$ cat src/verilog/sys_timers_pkg.sv
// Shared offsets, field layout, reset values and timing for the host timer registers
package sys_timers_pkg;
  // ------------------------------------------------------------
  // Register byte offsets
  // ------------------------------------------------------------
  localparam logic [7:0] OFF_TIMER_CONFIG = 8'h8c;
  localparam logic [7:0] OFF_TIMER_COUNT = 8'h90;
  localparam logic [7:0] OFF_WORD_ORDER = 8'h98;
  localparam logic [7:0] OFF_FREE_RUN = 8'h9c;
  localparam logic [7:0] OFF_DROPPED = 8'ha0;

  // ------------------------------------------------------------
  // Field positions and widths
  // ------------------------------------------------------------
  localparam int HOST_ADDR_W = 7;
  localparam int HOST_DATA_W = 16;
  localparam int TIMER_W = 16;
  localparam int TIMER_RUN_BIT = 29;
  localparam int TIMER_RUN_BIT_IN_HI = TIMER_RUN_BIT - 16;

  // ------------------------------------------------------------
  // Reset and special values
  // ------------------------------------------------------------
  localparam logic [15:0] PRELOAD_RESET = 16'hffff;
  localparam logic [15:0] COUNT_RESET = 16'hffff;
  localparam logic [31:0] WORD_ORDER_RESET = 32'h00000000;
  localparam logic [31:0] WORD_ORDER_SWAP_KEY = 32'hffffffff;
  localparam logic [31:0] FREE_RUN_RESET = 32'h00000000;
  localparam logic [31:0] DROPPED_RESET = 32'h00000000;
  localparam logic [31:0] DROPPED_MIDPOINT = 32'h80000000;

  // ------------------------------------------------------------
  // Timing
  // ------------------------------------------------------------
  localparam int CLK_HZ = 25000000;
  localparam int TIMER_TICK_NS = 1000;
  localparam int TIMER_TICK_CYCLES = (TIMER_TICK_NS * (CLK_HZ / 1000000) + 999) / 1000;
endpackage

$ cat src/verilog/host_timers_counters.sv
// Host-visible timer, free-running counter, dropped-frame counter and word-order register
`timescale 1ns/1ps
`default_nettype none
module host_timers_counters
  import sys_timers_pkg::*;
#(
  parameter int TICK_DIV = TIMER_TICK_CYCLES
) (
  input wire logic clk, // 25 MHz system clock
  input wire logic srst, // Synchronous reset, active high
  input wire logic cs_n, // Host chip select, active low
  input wire logic rd_n, // Host read strobe, active low
  input wire logic wr_n, // Host write strobe, active low
  input wire logic [sys_timers_pkg::HOST_ADDR_W-1:0] addr, // Host byte address bits 7..1
  input wire logic [sys_timers_pkg::HOST_DATA_W-1:0] wdata, // Host write data
  input wire logic rx_frame_dropped, // Pulse per discarded receive frame
  output logic [sys_timers_pkg::HOST_DATA_W-1:0] rdata, // Host read data
  output logic timer_event, // Timer interval event pulse
  output logic drop_midpoint_event, // Dropped counter midpoint pulse
  output logic host_half_swap // Word order reversed, for host FIFO ports
);
  // ------------------------------------------------------------
  // State
  // ------------------------------------------------------------
  typedef struct packed {
    logic rd_q;
    logic wr_q;
    logic [15:0] rdata;
    logic run;
    logic [15:0] preload;
    logic [31:0] word_order;
    logic swap;
    logic [31:0] free_cnt;
    logic fr_hold;
    logic [31:0] fr_cap;
    logic [31:0] drop_cnt;
    logic drop_hold;
    logic [31:0] drop_cap;
    logic drop_mid;
    logic timer_evt;
  } regs_state_t;

  regs_state_t st;
  regs_state_t next_st;

  logic tick;
  logic [15:0] timer_count;
  logic timer_expired;

  // ------------------------------------------------------------
  // Timer datapath
  // ------------------------------------------------------------
  tick_divider #(
    .DIV(TICK_DIV)
  ) u_tick (
    .clk(clk),
    .srst(srst),
    .tick(tick)
  );

  gp_timer_core #(
    .W(TIMER_W)
  ) u_timer (
    .clk(clk),
    .srst(srst),
    .tick(tick),
    .run(st.run),
    .preload(st.preload),
    .count(timer_count),
    .expired(timer_expired)
  );

  // ------------------------------------------------------------
  // Host access decode
  // ------------------------------------------------------------
  logic rd_act;
  logic wr_act;
  logic rd_start;
  logic wr_start;
  logic [7:0] word_off;
  logic upper;

  assign rd_act = !cs_n && !rd_n;
  assign wr_act = !cs_n && !wr_n;
  // Only the first cycle of a strobe counts, so a long strobe is one access
  assign rd_start = rd_act && !st.rd_q;
  assign wr_start = wr_act && !st.wr_q && !rd_act;
  assign word_off = {addr[6:1], 2'b00};
  assign upper = addr[0] ^ st.swap;

  function automatic logic [15:0] pick(input logic [31:0] w, input logic hi);
    pick = hi ? w[31:16] : w[15:0];
  endfunction

  // ------------------------------------------------------------
  // Next state
  // ------------------------------------------------------------
  always_comb begin
    logic [31:0] cfg_word;
    logic drop_inc;
    cfg_word = '0;
    drop_inc = 1'b0;
    next_st = st;
    next_st.rd_q = rd_act;
    next_st.wr_q = wr_act;
    next_st.drop_mid = 1'b0;
    next_st.timer_evt = timer_expired;
    next_st.swap = (st.word_order == WORD_ORDER_SWAP_KEY);

    // Runs every cycle; no power state input can gate it
    next_st.free_cnt = st.free_cnt + 32'h00000001;

    // Dropped frames; a frame in the clearing cycle survives as a count of one
    drop_inc = rx_frame_dropped;
    if (drop_inc) begin
      next_st.drop_cnt = st.drop_cnt + 32'h00000001;
      if (st.drop_cnt == DROPPED_MIDPOINT - 32'h00000001) begin
        next_st.drop_mid = 1'b1;
      end
    end

    cfg_word = '0;
    cfg_word[TIMER_RUN_BIT] = st.run;
    cfg_word[15:0] = st.preload;

    if (rd_start) begin
      case (word_off)
        OFF_TIMER_CONFIG: next_st.rdata = pick(cfg_word, upper);
        OFF_TIMER_COUNT: next_st.rdata = pick({16'h0000, timer_count}, upper);
        OFF_WORD_ORDER: next_st.rdata = pick(st.word_order, upper);
        OFF_FREE_RUN: begin
          if (st.fr_hold) begin
            next_st.rdata = pick(st.fr_cap, upper);
            next_st.fr_hold = 1'b0;
          end else begin
            next_st.rdata = pick(st.free_cnt, upper);
            next_st.fr_cap = st.free_cnt;
            next_st.fr_hold = 1'b1;
          end
        end
        OFF_DROPPED: begin
          if (st.drop_hold) begin
            next_st.rdata = pick(st.drop_cap, upper);
            next_st.drop_hold = 1'b0;
          end else begin
            next_st.rdata = pick(st.drop_cnt, upper);
            next_st.drop_cap = st.drop_cnt;
            next_st.drop_hold = 1'b1;
            next_st.drop_cnt = drop_inc ? 32'h00000001 : DROPPED_RESET;
          end
        end
        default: next_st.rdata = 16'h0000;
      endcase
    end

    if (wr_start) begin
      case (word_off)
        OFF_TIMER_CONFIG: begin
          if (upper) begin
            next_st.run = wdata[TIMER_RUN_BIT_IN_HI];
            if (st.run && !wdata[TIMER_RUN_BIT_IN_HI]) begin
              next_st.preload = PRELOAD_RESET;
            end
          end else begin
            next_st.preload = wdata;
          end
        end
        OFF_WORD_ORDER: begin
          if (upper) begin
            next_st.word_order[31:16] = wdata;
          end else begin
            next_st.word_order[15:0] = wdata;
          end
        end
        // Count, free-run and dropped registers ignore writes
        default: begin
        end
      endcase
    end
  end

  // ------------------------------------------------------------
  // Registers
  // ------------------------------------------------------------
  always_ff @(posedge clk) begin
    if (srst) begin
      st.rd_q <= 1'b0;
      st.wr_q <= 1'b0;
      st.rdata <= 16'h0000;
      st.run <= 1'b0;
      st.preload <= PRELOAD_RESET;
      st.word_order <= WORD_ORDER_RESET;
      st.swap <= 1'b0;
      st.free_cnt <= FREE_RUN_RESET;
      st.fr_hold <= 1'b0;
      st.fr_cap <= FREE_RUN_RESET;
      st.drop_cnt <= DROPPED_RESET;
      st.drop_hold <= 1'b0;
      st.drop_cap <= DROPPED_RESET;
      st.drop_mid <= 1'b0;
      st.timer_evt <= 1'b0;
    end else begin
      st <= next_st;
    end
  end

  // ------------------------------------------------------------
  // Outputs
  // ------------------------------------------------------------
  assign rdata = st.rdata;
  assign timer_event = st.timer_evt;
  assign drop_midpoint_event = st.drop_mid;
  // FIFO lane mapping follows this only on the host side; the network path
  // keeps the lower half first whatever the host order is
  assign host_half_swap = st.swap;
endmodule
`default_nettype wire

$ cat src/verilog/tick_divider.sv
// Divider producing a one-cycle timer tick enable
`timescale 1ns/1ps
`default_nettype none
module tick_divider
  import sys_timers_pkg::*;
#(
  parameter int DIV = TIMER_TICK_CYCLES
) (
  input wire logic clk, // System clock
  input wire logic srst, // Synchronous reset
  output logic tick // One-cycle tick pulse
);
  localparam int CW = (DIV > 1) ? $clog2(DIV) : 1;
  localparam logic [CW-1:0] LAST = CW'(DIV - 1);

  typedef struct packed {
    logic [CW-1:0] cnt;
    logic tick;
  } div_state_t;

  div_state_t st;
  div_state_t next_st;

  always_comb begin
    next_st = st;
    next_st.tick = 1'b0;
    if (st.cnt == LAST) begin
      next_st.cnt = '0;
      next_st.tick = 1'b1;
    end else begin
      next_st.cnt = st.cnt + CW'(1);
    end
  end

  always_ff @(posedge clk) begin
    if (srst) begin
      st <= '0;
    end else begin
      st <= next_st;
    end
  end

  assign tick = st.tick;
endmodule
`default_nettype wire

$ cat src/verilog/gp_timer_core.sv
// Reloading down-counter of the general-purpose timer
`timescale 1ns/1ps
`default_nettype none
module gp_timer_core
  import sys_timers_pkg::*;
#(
  parameter int W = TIMER_W
) (
  input wire logic clk, // System clock
  input wire logic srst, // Synchronous reset
  input wire logic tick, // Timer tick enable
  input wire logic run, // Run enable level
  input wire logic [W-1:0] preload, // Reload value
  output logic [W-1:0] count, // Present count
  output logic expired // One-cycle interval event
);
  typedef struct packed {
    logic run_q;
    logic [W-1:0] count;
    logic expired;
  } tmr_state_t;

  tmr_state_t st;
  tmr_state_t next_st;

  always_comb begin
    next_st = st;
    next_st.run_q = run;
    next_st.expired = 1'b0;
    if (run && !st.run_q) begin
      next_st.count = preload;
    end else if (run && tick) begin
      if (st.count == '0) begin
        next_st.count = preload;
        next_st.expired = 1'b1;
      end else begin
        next_st.count = st.count - W'(1);
      end
    end
  end

  always_ff @(posedge clk) begin
    if (srst) begin
      st.run_q <= 1'b0;
      st.count <= W'(COUNT_RESET);
      st.expired <= 1'b0;
    end else begin
      st <= next_st;
    end
  end

  assign count = st.count;
  assign expired = st.expired;
endmodule
`default_nettype wire

$ cat config.mk
export PLATFORM = sky130hd
export DESIGN_NAME = host_timers_counters
export DESIGN_NICKNAME = d
export VERILOG_FILES = /design/src/verilog/sys_timers_pkg.sv /design/src/verilog/host_timers_counters.sv /design/src/verilog/tick_divider.sv /design/src/verilog/gp_timer_core.sv
export SDC_FILE = /design/constraint.sdc
export NUM_CORES = 1
export LEC_CHECK = 0
export ABC_AREA = 1
export BUFFER_PORTS_ARGS = -buffer_cell sky130_fd_sc_hd__clkbuf_2
export CAP_MARGIN = 15
export CORE_MARGIN = 8
export CORE_UTILIZATION = 60
export DETAILED_ROUTE_END_ITERATION = 10
export GPL_ROUTABILITY_DRIVEN = 0
export MAX_ROUTING_LAYER = met4
export PLACE_DENSITY_LB_ADDON = 0.3
export RECOVER_POWER = 50
export SLEW_MARGIN = 20
export SYNTH_ARGS = -nofsm -noshare
export SYNTH_HDL_FRONTEND = slang
export SYNTH_SLANG_ARGS = --single-unit
$ cat constraint.sdc
create_clock -name clk -period 2.15 [get_ports clk]
set_input_delay 0.1075 -clock clk [delete_from_list [all_inputs] [get_ports clk]]
set_output_delay 0.1075 -clock clk [all_outputs]
set_load 0.03 [all_outputs]
; Yosys cells after proc, flatten, opt, wreduce, memory -nomap -nowiden
; Index checks and enable logic that the tools add are counted.
[word_totals]
reg_bits = 224
latch_bits = 0
ram_bits = 0
rom_bits = 0
inputBits = 29
output_inout_bits = 19
wordCells = 95
n_memories = 0
[classes]
add_sub_neg = 4
mul = 0
n_div = 0
n_lt_le_gt_ge = 0
n_eq_ne = 9
shift = 0
n_mux = 26
bitwise_logic = 6
n_reduce_logical = 29
[op_table]
columns = cell, n
row1 = $mux 16, 13
row2 = $mux 65, 2
row3 = $mux 32, 3
row4 = $pmux 16 s5, 1
row5 = $add 32x1->32 const B, 2
row6 = $eq 32x31->1 const B, 1
row7 = $eq 32x32->1 const B, 1
row8 = $eq 6x6->1 const B, 5
row9 = $reduce_and 3->1, 6
row10 = $mux 17, 1
row11 = $logic_not 16->1, 1
row12 = $sub 16x1->16 const B, 1
row13 = $logic_and 1x1->1, 8
row14 = $logic_not 1->1, 8
row15 = $mux 1, 6
row16 = $add 5x1->5 const B, 1
row17 = $eq 5x5->1 const B, 1
row18 = $not 1->1, 5
row19 = $reduce_and 2->1, 2
row20 = $reduce_or 2->1, 2
row21 = $reduce_or 3->1, 1
row22 = $ne 2x1->1 const B, 1
row23 = $reduce_bool 2->1, 1
row24 = $xor 1x1->1, 1

; Logic depth before layout (Yosys ltp)
[logic_depth]
ltp_word = 5
ltp_mapped = 12
mapped_depth_nobuf = 10

; Hierarchy
; Synthesis repeated with hierarchy kept, for this count alone.
[hier_totals]
hier_cells = 1941
hier_area_um2 = 12423.2
[modules_own_cells]
columns = mod, instances, cells_per_inst, area_per_inst_um2, seq_area_each_um2
row1 = host_timers_counters, 1, 1642, 10512.6, 4003.8
row2 = gp_timer_core, 1, 262, 1627.8, 360.3
row3 = tick_divider, 1, 37, 282.8, 120.1

; Least setup slack after synthesis
; No wires, ideal clock.
[synth_path]
kind = reg2reg
from = reg st (netlist bit host_half_swap)
to = reg, netlist name rdata[10]
arrival_time_ns = 1.544
required_time_ns = 2.041
path_slack_ns = 0.497
path_stages_with_launch = 12
synth_period_minus_slack_ns = 1.653
path_cell_list = dfxtp_1 -> nand2_1 -> nand2_1 -> buf_2 -> buf_2 -> nand2_1 -> nand3_1 -> nand2_1 -> nor2_1 -> nand3_1 -> nand2_1 -> inv_1
[synth_via]
elab_chain_cells = 4
[synth_lines]
columns = item, line_no
row1 = from (decl), host_timers_counters.sv:43  ; regs_state_t st;
row2 = from (signal assigned), host_timers_counters.sv:203  ; st <= next_st;
row3 = $xor 1x1->1 (*), host_timers_counters.sv:89  ; assign upper = addr[0] ^ st.swap;
row4 = $mux 16, host_timers_counters.sv:92  ; pick = hi ? w[31:16] : w[15:0];
row5 = $mux 16 (on tied branches), "host_timers_counters.sv:142, host_timers_counters.sv:132"
row6 = $pmux 16 s5 (*), host_timers_counters.sv:127  ; case (word_off)
; Every way passes the cells marked *; elsewhere a longest branch is shown, timed or not.
; A chain may end at the register's enable or synchronous reset.

; Worst setup path after layout
[layout_path]
from = reg st[35] in the netlist's numbering
to = reg st (netlist bit drop_midpoint_event)
[layout_via]
elab_chain_cells = 2
[layout_lines]
columns = item, line_no
row1 = $eq 32x31->1, host_timers_counters.sv:117  ; if (st.drop_cnt == DROPPED_MIDPOINT - 32'h00000001) begin
row2 = $mux 1, host_timers_counters.sv:117
; No other way between the ends.

==> results.sh <==
export IMPL_synth_area_mux_share_pct=0
export IMPL_grt_ovfl_total=0
export IMPL_crit_top_cell="nand3_1"
export IMPL_power_density_nw_per_um2=673
export IMPL_max_stage_delay_ps=460
export IMPL_fin_skew_ps=7.00
export IMPL_hold_depth=5
export IMPL_hp_start="addr[4]"
export IMPL_synth_area_leaders="dfxtp_1 (38%), nand2_1 (15%), nand3_1 (7.9%)"
export IMPL_synthXorXnorAreaFrac_pct=1.54
export IMPL_cp_arrival_ps=2410
export IMPL_fin_nets=1938
export IMPL_cts_buffers=24
export IMPL_final_core_util_pct=68.0
export IMPL_crit_cells=7
export IMPL_max_slew_margin_rel_pct=21.7
export IMPL_worst_pin_slew_ps=1170
export IMPL_synth_adder_area_share_pct=0.628
export IMPL_synth_cell_type_count=39
export IMPL_ant_nets=0
export IMPL_p_switching_mw=2.11
export IMPL_start_util_pct=61.2
export IMPL_synth_compound_area_share_pct=14.0
export IMPL_timing_rr_start="st[35]"
export IMPL_num_antenna_cells=0
export IMPL_status="completed"
export IMPL_cts_setup_buffers=0
export IMPL_dr_pass1_iters=5
export IMPL_clock_path_buffers=3
export IMPL_crit_required_ps=2560
export IMPL_tns_ps=0
export IMPL_instances_no_fill=2184
export IMPL_clkTransAtPathRegs_ps=60
export IMPL_final_cell_mix="nand2_1 (484), inv_1 (237), dfxtp_1 (224)"
export IMPL_power_mw=8.94
export IMPL_die_area_um2=24700
export IMPL_combPwrFrac_pct=6.7
export IMPL_insertion_delay_ps=510
export IMPL_drive_above_1_share_pct=6.46
export IMPL_track_usage_pct=28.9
export IMPL_synth_avg_cell_area_um2=6.38
export IMPL_min_period_ps=2000
export IMPL_rr_endpoint="drop_midpoint_event"
export IMPL_drtIter0Drc=1192
export IMPL_internal_power_mw=6.83
export IMPL_path_buf_inv=0
export IMPL_wirelength_um=35400
export IMPL_vias=12400
export IMPL_holdPathEnd="st[34]"
export IMPL_endpoint_kind="flop"
export IMPL_clkPwrFrac_pct=46.0
export IMPL_cp_start_kind="flop"
export IMPL_synth_area_um2=12000
export IMPL_sw_frac_of_total_pct=23.6
export IMPL_grt_max_degree=67
export IMPL_drc=0
export IMPL_synth_simple_area_share_pct=34.2
export IMPL_seqPwrFrac_pct=47.3
export IMPL_cts_tree="built"
export IMPL_drv_slew=0
export IMPL_fmax_mhz=499
export IMPL_rsz0062_at_grt="false"
export IMPL_yosysSeqAreaShare_pct=37.5
export IMPL_synth_async_sr_flop_share_pct=0
export IMPL_cts_max_level=1
export IMPL_reg2reg_depth=7
export IMPL_max_cap_violations=0
export IMPL_hold_violations=0
export IMPL_reg2reg_slack_ps=150
export IMPL_grt_pass1_wl_um=56800
export IMPL_yosys_warnings=0
export IMPL_wl_per_cell_um=16.2
export IMPL_ios=48
export IMPL_netlist_instances=1874
export IMPL_die_x_um=157
export IMPL_netlist_area_leader_share_pct=37.5
export IMPL_critical_path_slowest_cell="dfxtp_1"
export IMPL_hold_path_class="primary input to flop"
export IMPL_via_per_inst=5.69
export IMPL_dp_cells=2121
export IMPL_yosysTopAreaCell="dfxtp_1"
export IMPL_path_max_fanout=7
export IMPL_syn_to_final_growth_pct=11.0
export IMPL_clkSinkCount=224
export IMPL_synth_main_ff_cell="dfxtp_1"
export IMPL_path_delay_family="simple AND/OR/NAND/NOR gates"
export IMPL_synth_edf_count=0
export IMPL_clock_root_buffer="clkbuf_16"
export IMPL_core_area_um2=19500
export IMPL_rows=51
export IMPL_synth_seq_cells=224
export IMPL_io_buffer_count=47
export IMPL_cp_cell_sequence="ha_1 > nand3_1 > nor2_1 > nand3_1 > nor3_4 > nand3_1 > nor3_1"
export IMPL_setup_viol=0
export IMPL_die_h_um=157
export IMPL_syn_nets=1909
export IMPL_n_fill_cell=1724
export IMPL_hpwl_um=24600
export IMPL_synth_top_family_by_area="simple AND/OR/NAND/NOR gates"
export IMPL_crit_type="flop to flop"
export IMPL_mostFrequentLayoutCell="nand2_1"
export IMPL_p_leak_nw=5.31
export IMPL_grt_pass1_vias=11400
export IMPL_finalCritPeriodShare_pct=93.2
export IMPL_antenna_found_initial=0
export IMPL_peakVddDrop_uv=483
-- cell usage after synthesis (2+ instances only) --
cell,number
nand2_1,486
inv_1,237
dfxtp_1,224
nor2_1,211
nand3_1,188
a21oi_1,143
o21ai_0,124
clkbuf_1,43
buf_2,33
nor3_1,24
buf_4,19
xor2_1,19
nand4_1,17
o22ai_1,16
a221oi_1,15
o211ai_1,9
nor2_2,8
ha_1,6
buf_6,5
inv_2,5
nor4_1,5
nor2_4,4
buf_1,3
clkinv_1,3
nand3b_1,3
nor3b_1,3
o21a_1,3
or2_2,3
nand3_2,2
nand4_2,2
nor3_4,2
xnor2_1,2
-- cell type report --
cell class | instances | area [um2] | share of cell area, %
Timing Repair Buffer | 106 | 714 | 5.38
Multi-Input combinational cell | 1302 | 6050 | 45.6
Sequential cell | 224 | 4480 | 33.8
Inverter | 245 | 920 | 6.93
Clock buffer | 40 | 742 | 5.59
Tap cell | 265 | 332 | 2.50
Clock inverter | 2 | 35.0 | 0.264
-- kinds of logic (layout without fill, tap and decap cells) --
logic type / Yosys count / after routing
and+or+nand+nor: 963 / 963
AOI/OAI and AO/OA: 312 / 312
buffers and inverters: 348 / 393
adders and majority gates: 6 / 6
DFF: 224 / 224
xor gates and xnor gates: 21 / 21
-- sequential cells by signal, summed over array words and instances (netlist names) --
| signal | flops |
|---|---|
| st | 181 |
| u_timer.count | 16 |
| u_tick.tick | 1 |
| host_half_swap | 1 |
| u_timer.st | 1 |
| u_tick.st | 5 |
| drop_midpoint_event | 1 |
| timer_event | 1 |
| u_timer.expired | 1 |
| rdata | 16 |
-- worst reg2reg max path: stages (launching register included) --
cell and delay [ps]:
dfxtp_1 460, ha_1 290, nand3_1 140, nor2_1 240, nand3_1 170, nor3_4 250, nand3_1 120, nor3_1 220
-- worst max-delay path by stage --
stage	from	endpoint
floorplan	host_half_swap	rdata[10]
global placement	st[35]	drop_midpoint_event
detailed placement	host_half_swap	st[147]
CTS	host_half_swap	st[164]
global route	st[199]	st[9]
finish	st[35]	drop_midpoint_event
-- metrics by stage --
step / setup WS [ps] / hold WS [ps] / cell area, um2
2_1_floorplan: 497 / 244 / 12000
3_3_place_gp: 136 / 371 / 12300
3_5_place_dp: 170 / 373 / 12300
4_1_cts: 94.2 / 8.05 / 13300
5_1_grt: 32.0 / 51.4 / 13300
6_report: 147 / 25.0 / 13300
-- timing repair --
item / in CTS / in global routing
hold buffers: 21 / 0
endpoints found under the setup margin: 0 / 22
resized for setup: 0 / 3
hold endpoints to repair: 54 / 0
-- power groups by stage --
stage	combinational (mW)	clock (mW)	sequential, mW
2_1_floorplan	0.405	0	4.30
3_3_place_gp	0.550	0	4.31
3_5_place_dp	0.561	0	4.32
4_1_cts	0.595	4.14	4.23
5_1_grt	0.660	4.33	4.23
6_report	0.598	4.11	4.23
-- routing by layer --
metal | global-route usage (%) | part of all wire [%] | routed length (um)
met5 | - | 0 | 0
met2 | 46.3 | 45 | 16100
met4 | 15.8 | 5.5 | 1940
met1 | 35.1 | 41 | 14500
met3 | 3.48 | 7.9 | 2800
(Power assumes the default switching activity.)
